## config.mk

```make
export PLATFORM = sky130hd
export DESIGN_NAME = tpd_debug_port
export DESIGN_NICKNAME = d
export VERILOG_FILES = /design/src/tpd_pin_sync.v /design/src/tpd_clock_div.v /design/src/tpd_debug_port.v
export VERILOG_INCLUDE_DIRS = /design/src
export SDC_FILE = /design/constraint.sdc
export NUM_CORES = 1
export LEC_CHECK = 0
export ABC_CLOCK_PERIOD_IN_PS = 4910
export BUFFER_PORTS_ARGS = -buffer_cell sky130_fd_sc_hd__buf_2
export CAP_MARGIN = 20
export CORE_AREA = 8 8 127 129
export DETAILED_ROUTE_END_ITERATION = 10
export DIE_AREA = 0 0 135 137
export SLEW_MARGIN = 20
export SYNTH_ARGS = -nofsm -noshare
export SYNTH_HDL_FRONTEND = slang
export SYNTH_SLANG_ARGS = --single-unit
```

## constraint.sdc

```tcl
create_clock -name ref_clk -period 4.91 [get_ports ref_clk]
set_clock_uncertainty 0.1 [all_clocks]
set_input_delay 0.491 -clock ref_clk [delete_from_list [all_inputs] [get_ports ref_clk]]
set_output_delay 0.491 -clock ref_clk [all_outputs]
set_load 0.02 [all_outputs]
```

## src/tpd_defs.vh

```
// constants shared by the debug probe port files
// assumes a 40 MHz reference clock and a byte-addressed Avalon-MM slave
`ifndef TPD_DEFS_VH
`define TPD_DEFS_VH

// ********************************************************
// register offsets (byte addresses)
// ********************************************************
`define TPD_OFF_CTRL    4'h0
`define TPD_OFF_SCEN    4'h4
`define TPD_OFF_DIV     4'h8
`define TPD_OFF_STAT    4'hC

// ********************************************************
// field positions and reset values
// ********************************************************
`define TPD_CTRL_OVR    0
`define TPD_STAT_VALID  8
`define TPD_STAT_DRV_LO 16
`define TPD_CTRL_RST    1'h0
`define TPD_SCEN_RST    3'h0
`define TPD_DIV_RST     8'h01

// ********************************************************
// scenario codes and output patterns
// ********************************************************
`define TPD_SCEN_QUIET  3'h0
`define TPD_SCEN_CLKDBG 3'h2
`define TPD_CLK_MASK    8'h87
`define TPD_LEVEL_PAT   8'h68

// ********************************************************
// timing
// ********************************************************
`define TPD_REF_KHZ     40000
`define TPD_F0_KHZ      60000
`define TPD_F1_KHZ      30000
`define TPD_F7_KHZ      7500
`define TPD_F2MIN_KHZ   700
`define TPD_F2MAX_KHZ   22500
`define TPD_SETTLE      3'h4

`endif

```

## src/tpd_pin_sync.v

```verilog
// three-stage synchroniser for the probe pin inputs
// assumes asynchronous pin levels and one reference clock
module tpd_pin_sync #(
    parameter WIDTH = 8
) (
    input  wire             ref_clk,
    input  wire             rst,
    input  wire [WIDTH-1:0] pinIn,
    output reg  [WIDTH-1:0] pinStable
);

    reg [WIDTH-1:0] stage1;
    reg [WIDTH-1:0] stage2;
    reg [WIDTH-1:0] stage3;

    // ********************************************************
    // shift chain; a value counts once stages two and three agree
    // ********************************************************
    always @(posedge ref_clk or posedge rst) begin
        if (rst) begin
            stage1    <= {WIDTH{1'b0}};
            stage2    <= {WIDTH{1'b0}};
            stage3    <= {WIDTH{1'b0}};
            pinStable <= {WIDTH{1'b0}};
        end else begin
            stage1 <= pinIn;
            stage2 <= stage1;
            stage3 <= stage2;
            if (stage2 == stage3) begin
                pinStable <= stage3;
            end
        end
    end

endmodule

```

## src/tpd_clock_div.v

```verilog
// toggle divider producing one debug clock from the reference clock
// assumes halfPeriod of at least one; zero is treated as one
module tpd_clock_div (
    input  wire       ref_clk,
    input  wire       rst,
    input  wire       enable,
    input  wire [7:0] halfPeriod,
    output reg        clkOut
);

    reg [7:0] count;

    always @(posedge ref_clk or posedge rst) begin
        if (rst) begin
            count  <= 8'h00;
            clkOut <= 1'b0;
        end else if (!enable) begin
            count  <= 8'h00;
            clkOut <= 1'b0;
        end else if (count + 8'h01 >= halfPeriod) begin
            count  <= 8'h00;
            clkOut <= ~clkOut;
        end else begin
            count <= count + 8'h01;
        end
    end

endmodule

```

## src/tpd_debug_port.v

```verilog
// eight-pin calibration and debug probe port with an Avalon-MM register slave
// assumes rst is the system reset, straps hold steady around its release,
// and an external pin model resolves each pin from its active-low enable
//
// Function
// - all eight probe pins stay undriven inputs during reset and become outputs after release only while the clock debug code is active.
// - the pin levels are sampled after reset release and held as the configuration until reset.
// - capture happens once per reset release; later pin changes have no effect.
// - the all-zero pulldown default leaves all eight pins undriven.
// - the clock debug code drives clocks on pins 0, 1, 2 and 7, pins 3, 5, 6 high, pin 4 low.
// - software may replace the strap selection at any time after reset.
//
// The register offsets and register access over Avalon-MM were left to the implementer.
`include "tpd_defs.vh"

module tpd_debug_port #(
    parameter PINS = 8
) (
    input  wire            ref_clk,
    input  wire            rst,
    input  wire [3:0]      avs_address,
    input  wire            avs_read,
    input  wire            avs_write,
    input  wire [3:0]      avs_byteenable,
    input  wire [31:0]     avs_writedata,
    output reg  [31:0]     avs_readdata,
    output wire            avs_waitrequest,
    input  wire [PINS-1:0] debugProbePinIn,
    output reg  [PINS-1:0] debugProbePinOut,
    output reg  [PINS-1:0] debugProbePinOeN,
    output reg  [PINS-1:0] strapCapture,
    output reg             strapValid
);

    // ********************************************************
    // debug clock half periods in reference cycles
    // ********************************************************
    // 60 and 30 MHz are beyond a toggle of the 40 MHz reference; both clamp
    // to a one-cycle half period (20 MHz), and 7.5 MHz rounds to 10 MHz
    localparam integer HP0_RAW   = `TPD_REF_KHZ / (2 * `TPD_F0_KHZ);
    localparam integer HP1_RAW   = `TPD_REF_KHZ / (2 * `TPD_F1_KHZ);
    localparam integer HP7_RAW   = `TPD_REF_KHZ / (2 * `TPD_F7_KHZ);
    localparam integer HP2_MAXR  = `TPD_REF_KHZ / (2 * `TPD_F2MIN_KHZ);
    localparam integer HP2_MINR  = (`TPD_REF_KHZ + 2 * `TPD_F2MAX_KHZ - 1)
                                   / (2 * `TPD_F2MAX_KHZ);
    localparam [7:0]   HP0       = (HP0_RAW < 1) ? 8'h01 : HP0_RAW[7:0];
    localparam [7:0]   HP1       = (HP1_RAW < 1) ? 8'h01 : HP1_RAW[7:0];
    localparam [7:0]   HP7       = (HP7_RAW < 1) ? 8'h01 : HP7_RAW[7:0];
    localparam [7:0]   HP2_MAX   = (HP2_MAXR < 1) ? 8'h01 : HP2_MAXR[7:0];
    localparam [7:0]   HP2_MIN   = (HP2_MINR < 1) ? 8'h01 : HP2_MINR[7:0];

    localparam integer    STAT_SCEN_LO = 24;
    localparam [PINS-1:0] LEVEL_PAT    = `TPD_LEVEL_PAT;

    // ********************************************************
    // capture states
    // ********************************************************
    localparam [1:0] ST_SETTLE  = 2'h0;
    localparam [1:0] ST_CAPTURE = 2'h1;
    localparam [1:0] ST_RUN     = 2'h2;

    // ********************************************************
    // state and datapath signals
    // ********************************************************
    reg  [1:0]      state;
    reg  [1:0]      next_state;
    reg  [2:0]      settleCount;
    wire [PINS-1:0] pinStable;

    reg             swOverride;
    reg  [2:0]      swScenario;
    reg  [7:0]      pin2Half;
    reg             busAck;

    reg  [2:0]      activeScenario;
    reg             clockDebug;
    wire [3:0]      divClk;
    reg  [7:0]      divHalf [0:3];
    reg  [PINS-1:0] next_pinOut;
    reg  [PINS-1:0] next_oeN;
    reg  [31:0]     next_readdata;
    wire            busReq;
    wire            busTake;
    wire            wrLow;
    reg  [7:0]      divClamped;
    wire [PINS-1:0] pinSource;

    // ********************************************************
    // strap sampling
    // ********************************************************
    // straps pass the three-flop chain before they count
    tpd_pin_sync #(
        .WIDTH     (PINS)
    ) u_sync (
        .ref_clk   (ref_clk),
        .rst       (rst),
        .pinIn     (debugProbePinIn),
        .pinStable (pinStable)
    );

    // the chain needs three edges to fill and one more to agree, so capture
    // waits out the settle count and then takes the strap present at release
    // pins stay undriven until the strap is taken, so the chain sees only straps
    always @* begin
        next_state = state;
        case (state)
            ST_SETTLE: begin
                if (settleCount >= `TPD_SETTLE) begin
                    next_state = ST_CAPTURE;
                end
            end
            ST_CAPTURE: begin
                next_state = ST_RUN;
            end
            ST_RUN: begin
                next_state = ST_RUN;
            end
            default: begin
                next_state = ST_SETTLE;
            end
        endcase
    end

    always @(posedge ref_clk or posedge rst) begin
        if (rst) begin
            state        <= ST_SETTLE;
            settleCount  <= 3'h0;
            strapCapture <= {PINS{1'b0}};
            strapValid   <= 1'b0;
        end else begin
            state <= next_state;
            if (state == ST_SETTLE) begin
                settleCount <= settleCount + 3'h1;
            end
            // strap is taken once, on the single pass through capture
            if (state == ST_CAPTURE) begin
                strapCapture <= pinStable;
                strapValid   <= 1'b1;
            end
        end
    end

    // ********************************************************
    // register slave
    // ********************************************************
    // one wait state on every access: the ack flop rises in the first request
    // cycle, read data is loaded on that same edge, and a write lands on the
    // edge that ends the second cycle, and only with byte lane 0 enabled
    assign busReq          = avs_read | avs_write;
    assign busTake         = busReq & busAck;
    assign avs_waitrequest = busReq & ~busAck;
    assign wrLow           = avs_write & busTake & avs_byteenable[0];

    // pin 2 half period is clamped on write to keep it inside its allowed band
    always @* begin
        divClamped = avs_writedata[7:0];
        if (divClamped < HP2_MIN) begin
            divClamped = HP2_MIN;
        end else if (divClamped > HP2_MAX) begin
            divClamped = HP2_MAX;
        end
    end

    always @* begin
        next_readdata = 32'h0000_0000;
        case (avs_address)
            `TPD_OFF_CTRL: begin
                next_readdata[`TPD_CTRL_OVR] = swOverride;
            end
            `TPD_OFF_SCEN: begin
                next_readdata[2:0] = swScenario;
            end
            `TPD_OFF_DIV: begin
                next_readdata[7:0] = pin2Half;
            end
            `TPD_OFF_STAT: begin
                // live status: strap, capture flag, driven pins, active scenario
                next_readdata[PINS-1:0]                     = strapCapture;
                next_readdata[`TPD_STAT_VALID]              = strapValid;
                next_readdata[`TPD_STAT_DRV_LO+PINS-1:16]   = ~debugProbePinOeN;
                next_readdata[STAT_SCEN_LO+2:STAT_SCEN_LO]  = activeScenario;
            end
            default: begin
                next_readdata = 32'h0000_0000;
            end
        endcase
    end

    always @(posedge ref_clk or posedge rst) begin
        if (rst) begin
            busAck       <= 1'b0;
            avs_readdata <= 32'h0000_0000;
            swOverride   <= `TPD_CTRL_RST;
            swScenario   <= `TPD_SCEN_RST;
            pin2Half     <= `TPD_DIV_RST;
        end else begin
            busAck <= busReq & ~busAck;
            if (avs_read & ~busAck) begin
                avs_readdata <= next_readdata;
            end
            if (wrLow) begin
                case (avs_address)
                    `TPD_OFF_CTRL: begin
                        swOverride <= avs_writedata[`TPD_CTRL_OVR];
                    end
                    `TPD_OFF_SCEN: begin
                        swScenario <= avs_writedata[2:0];
                    end
                    `TPD_OFF_DIV: begin
                        pin2Half <= divClamped;
                    end
                    default: begin
                        swOverride <= swOverride;
                    end
                endcase
            end
        end
    end

    // ********************************************************
    // scenario selection
    // ********************************************************
    always @* begin
        // the strap only gives the default; a software override replaces it
        if (swOverride) begin
            activeScenario = swScenario;
        end else begin
            activeScenario = strapCapture[2:0];
        end
        clockDebug = strapValid && (state == ST_RUN)
                     && (activeScenario == `TPD_SCEN_CLKDBG);
    end

    // ********************************************************
    // debug clocks on pins 0, 1, 2 and 7
    // ********************************************************
    always @* begin
        divHalf[0] = HP0;
        divHalf[1] = HP1;
        divHalf[2] = pin2Half;
        divHalf[3] = HP7;
    end

    // dividers stop and park low outside clock debug, so a re-enable starts clean
    genvar gi;
    generate
        for (gi = 0; gi < 4; gi = gi + 1) begin : g_div
            tpd_clock_div u_div (
                .ref_clk    (ref_clk),
                .rst        (rst),
                .enable     (clockDebug),
                .halfPeriod (divHalf[gi]),
                .clkOut     (divClk[gi])
            );
        end
    endgenerate

    // ********************************************************
    // per-pin source in clock debug
    // ********************************************************
    genvar pi;
    generate
        for (pi = 0; pi < PINS; pi = pi + 1) begin : g_pin
            if (pi == 0) begin : g_fast0
                assign pinSource[pi] = divClk[0];
            end else if (pi == 1) begin : g_fast1
                assign pinSource[pi] = divClk[1];
            end else if (pi == 2) begin : g_var2
                assign pinSource[pi] = divClk[2];
            end else if (pi == 7) begin : g_slow7
                assign pinSource[pi] = divClk[3];
            end else begin : g_level
                assign pinSource[pi] = LEVEL_PAT[pi];
            end
        end
    endgenerate

    // ********************************************************
    // pin drive
    // ********************************************************
    // pins leave high impedance only for the clock debug code
    always @* begin
        next_pinOut = {PINS{1'b0}};
        next_oeN    = {PINS{1'b1}};
        if (clockDebug) begin
            next_oeN    = {PINS{1'b0}};
            next_pinOut = pinSource;
        end
    end

    always @(posedge ref_clk or posedge rst) begin
        if (rst) begin
            debugProbePinOut <= {PINS{1'b0}};
            debugProbePinOeN <= {PINS{1'b1}};
        end else begin
            debugProbePinOut <= next_pinOut;
            debugProbePinOeN <= next_oeN;
        end
    end

endmodule

```

### Yosys cells after proc, flatten, opt, wreduce, memory -nomap -nowiden

Cells that the tools add are included.

* register bits: 131
* bits of input ports: 52
* logic and storage cells: 95

* add/subtract/negate cells: 5
* magnitude comparators: 7
* equal/unequal tests: 12
* muxes and demuxes: 28
* bitwise gates (word level): 12
* reduce and logical (&&, ||, !) cells: 8

Operators with widths (count)
* 2-to-1 mux 8 bit: 12
* adder 8 x 1 -> 8 bit, second input constant: 4
* greater-or-equal comparator 8 x 1 -> 1 bit, second input constant: 2
* 2-to-1 mux 11 bit: 1
* one-hot mux 5 bit (2 select lines): 1
* 2-to-1 mux 1 bit: 9
* == test 4 bit, second input constant: 2
* == test 8 bit: 1
* greater-or-equal comparator 8 x 2 -> 1 bit, second input constant: 1
* greater-or-equal comparator 8 bit: 1
* greater-than comparator 8 x 5 -> 1 bit, second input constant: 1
* < comparator 8 x 1 -> 1 bit, second input constant: 1
* inverter 8 bit: 1
* inequality test 2 x 1 -> 1 bit, second input constant: 3
* one-hot mux 2 bit (3 select lines): 1
* AND reduction 2 bit: 3
* AND 1 bit: 5
* inverter 1 bit: 5
* == test 4 x 3 -> 1 bit, second input constant: 1
* zero test 4 bit: 1
* inequality test 2 bit, second input constant: 2
* one-hot mux 1 bit (4 select lines): 1
* one-hot mux 2 bit (2 select lines): 1
* adder 3 x 1 -> 3 bit, second input constant: 1
* other kinds (10): 11

### Depth between registers and ports, before layout

* depth in word-level cells: 5
* gate-level depth with buffers: 9
* mapped depth without buffers: 9

### Modules after synthesis

A second synthesis with hierarchy kept.

* cells, all modules: 494
* area total of the unflattened synthesis: 5825.6 um2

By module, submodules not included
* tpd_clock_div: instances 4, cells each 66, area an instance 651.9 um2
* tpd_debug_port: instances 1, cells each 178, area an instance 2237.1 um2
* tpd_pin_sync: instances 1, cells each 52, area an instance 980.9 um2

### Worst setup path before layout

OpenSTA, ideal clock, no wires.

* path kind: reg2reg
* start point: reg g_div[2].u_div.count[0]
* end point: reg g_div[2].u_div.count[2]
* arrival time: 2.161 ns
* data required time: 4.734 ns
* setup slack: 2.573 ns
* stages on the path, launching flop included: 10
* period minus slack after synthesis: 2.337 ns
* path through: dfrtp_1 > ha_1 > nand3_1 > nor2_1 > xor2_1 > ha_1 > a21o_1 > a221oi_1 > nand3_1 > nor2b_1

* cells in the longest elaborated chain, start to end: 4

RTL lines
* start, declared: line tpd_clock_div.v:11 `reg [7:0] count;`
* start signal, assigned: line tpd_clock_div.v:24 `count <= count + 8'h01;`
* adder 8 x 1 -> 8 bit *: line tpd_clock_div.v:20, tpd_clock_div.v:24
* greater-or-equal comparator 8 bit: line tpd_clock_div.v:20 `end else if (count + 8'h01 >= halfPeriod) begin`
* 2-to-1 mux 8 bit *: line tpd_clock_div.v:20
* 2-to-1 mux 8 bit *: line tpd_clock_div.v:17 `end else if (!enable) begin`

Every way passes the cells marked *; elsewhere a longest branch is shown, timed or not.
A chain may end at the register's enable or synchronous reset.

### Final worst setup path

* start point: reg g_div[2].u_div.count[0]
* end point: reg g_div[2].u_div.count[6]

The elaborated chain is that of the path after synthesis.

==> summary.md <==
| Metric | Value |
|---|---|
| First-pass GRT wire length | `15200 µm` |
| Hold Path Class | `in2reg` |
| RSZ-0062 raised after global routing | `false` |
| Reg2reg path depth | `9` |
| Ant diodes | `0` |
| Most frequent cells in the layout | `dfrtp_1, buf_2, conb_1` |
| WHS | `86.3 ps` |
| Crit path from | `g_div[2].u_div.count[0]` |
| Filler Cells Inserted | `1345` |
| Post-DP HPWL | `6650 µm` |
| Cells along the critical path | `ha_1 -> nand3_1 -> nor2_1 -> xor2_1 -> ha_1 -> a21o_1 -> a221oi_1 -> nand3_1 -> nor2b_1` |
| Post-CTS resize count | `0` |
| Critical Path Slowest Stage Cell | `a221oi_1` |
| P&R area growth vs syn | `21.9%` |
| PortBufs | `69` |
| Library cells used by synthesis | `46` |
| Drt wl/cell | `13.9 µm` |
| Startpoint type of the worst setup path | `flip-flop` |
| # IOs | `110` |
| Mapped Area | `4800 µm²` |
| Final nets | `543` |
| Post-route clock period utilization | `57.0%` |
| Die width | `135 µm` |
| Leading cell type in the layout, fill and taps excluded | `dfrtp_1` |
| CTS max path bufs | `2` |
| GRT overflow | `0` |
| Hold-fix buffers, CTS | `0` |
| Final hold vios | `0` |
| Worst VDD drop | `0.192 mV` |
| Share of layout cells above drive strength 1 | `28.9%` |
| WP data required | `5130 ps` |
| Peak Freq | `358 MHz` |
| Rows | `44` |
| Core ar. | `14200 µm²` |
| Root Buffer | `clkbuf_16` |
| Cell count after synthesis | `388` |
| Top delay family on crit path | `simple AND/OR/NAND/NOR gates` |
| Setup crit end | `g_div[2].u_div.count[6]` |
| WHS Path Cells | `1` |
| Number of synthesized register bits | `114` |
| Tot Pwr | `2.35 mW` |
| Reg2reg end | `g_div[2].u_div.count[6]` |
| Fin area | `5850 µm²` |
| Critical path type | `reg2reg` |
| Placed Area | `5250 µm²` |
| P per Cell Area | `402 nW/µm²` |
| Outcome | `finished, final reports clean` |
| Final Util | `41.2%` |
| Global Route Usage Sum | `10.4%` |
| CP arrival | `3020 ps` |
| Leakage | `2.85 nW` |
| CTS clk-pin slew, worst paths | `50 ps` |
| Initial antenna violation count | `0` |
| Setup violators final | `0` |
| WP depth | `9` |
| Fin. max-slew vios | `0` |
| Largest net degree at the start of global routing | `68` |
| Setup TNS | `0 ps` |
| Slowest Stage Delay on Critical Path | `470 ps` |
| Num CTS Buffers | `17` |
| Iter 0 DRT Violations | `160` |
| Yosys top cell area share | `58.4%` |
| Final ANT Viol Nets | `0` |
| Skew-Pair Late Insertion Delay | `410 ps` |
| Asr flop ratio synth | `100%` |
| R2R Setup Slk | `2110 ps` |
| CP Max Fanout | `8` |
| Avg Synthesized Cell Area | `12.4 µm²` |
| Initial cell density of the core | `33.8%` |
| Worst slew pin tran | `834 ps` |
| Setup Fix Bufs, Post-CTS | `0` |
| Sink Count | `114` |
| CP Buf/Inv Count | `0` |
| Ranking of synthesized cells by area | `dfrtp_1, mux2_2, ha_1` |
| Number of synthesized flops with an enable pin | `0` |
| Number of global-route vias before repair | `3081` |
| RePlAce Congestion | `0.769` |
| Min Tclk post-route | `2800 ps` |
| Worst setup EP type | `flip-flop` |
| Sequential-to-total area share from yosys stat | `59.5%` |
| CTS tree | `built` |
| Via Count | `3002` |
| Post-synth top flop | `dfrtp_1` |
| DRT Pass-1 Iters | `4` |
| Residual DRC | `0` |
| Total wire length | `9250 µm` |
| Synth warn | `0` |
| H-tree levels | `4` |
| Die ar. | `18500 µm²` |
| Max-cap violation count | `0` |
| Area leader, netlist | `dfrtp_1` |
| Die Ht | `137 µm` |
| Headroom to the max-slew limit | `44.4%` |
| Via-to-Cell Ratio | `4.49` |
| Reg2reg start | `g_div[2].u_div.count[0]` |
worst min path at each step:
| stage | from | end |
|---|---|---|
| 5_1_grt | debugProbePinIn[2] | u_sync.stage1[2] |
| 4_1_cts | debugProbePinIn[5] | u_sync.stage1[5] |
| 3_5_place_dp | u_sync.stage1[2] | u_sync.stage2[2] |
| 2_1_floorplan | u_sync.stage1[0] | u_sync.stage2[0] |
| 3_3_place_gp | u_sync.stage1[1] | u_sync.stage2[1] |
| 6_report | debugProbePinIn[5] | u_sync.stage1[5] |
stage by stage:
step                      std cells  setup slack [ps]
after floorplan                 419              1310
after global placement          636              2200
after detailed placement        636              2160
after CTS                       668              2140
after global routing            668              1870
final                           668              2110
flip-flops by register name, indices dropped and copies added (netlist names), 8 cells and up:
name / count
avs_readdata: 13
g_div.u_div.count: 32
pin2Half: 8
strapCapture: 8
u_sync.pinStable: 8
u_sync.stage1: 8
u_sync.stage2: 8
u_sync.stage3: 8
power breakdown:
group | switching (mW) | internal (mW) | total, mW
Clock | 0.403 | 0.820 | 1.22
Combinational | 0.0763 | 0.0441 | 0.120
Sequential | 0.0263 | 0.981 | 1.01
Total | 0.506 | 1.85 | 2.35
routing by layer:
metal	track usage (%)	share of wire, %
met1	12.6	45
met2	16.3	46
met3	3.71	7.3
met4	5.24	2.0
met5	0	0
synth_stat cells (8+ instances only):
cell type	n
buf_4	29
dfrtp_1	112
nor2_1	13
inv_1	17
nor3_1	8
xnor2_1	15
nand3_1	10
o21ai_0	17
nand2_1	31
ha_1	20
mux2_2	23
final cells by class:
class	count	area, µm²	area share (%)
flip-flops and latches	114	2860	48.8
multi-input cells	251	1750	29.8
clock buffers	22	464	7.94
repair buffers	70	353	6.03
well taps	184	230	3.94
clock inverters	10	134	2.29
inverters	17	66.3	1.13
cells by family (layout without fill, tap and decap cells):
group | Yosys count | after routing | synth area share (%)
compound gates | 43 | 43 | 6.13
xor+xnor | 21 | 21 | 3.83
fa+ha+maj | 20 | 20 | 5.22
buf+inv | 54 | 119 | 6.54
flops | 114 | 114 | 59.5
mux | 26 | 26 | 6.28
other cells | 1 | 32 | 0.0782
simple gates | 109 | 109 | 12.4
No activity file was read; power rests on OpenSTA's default activity.
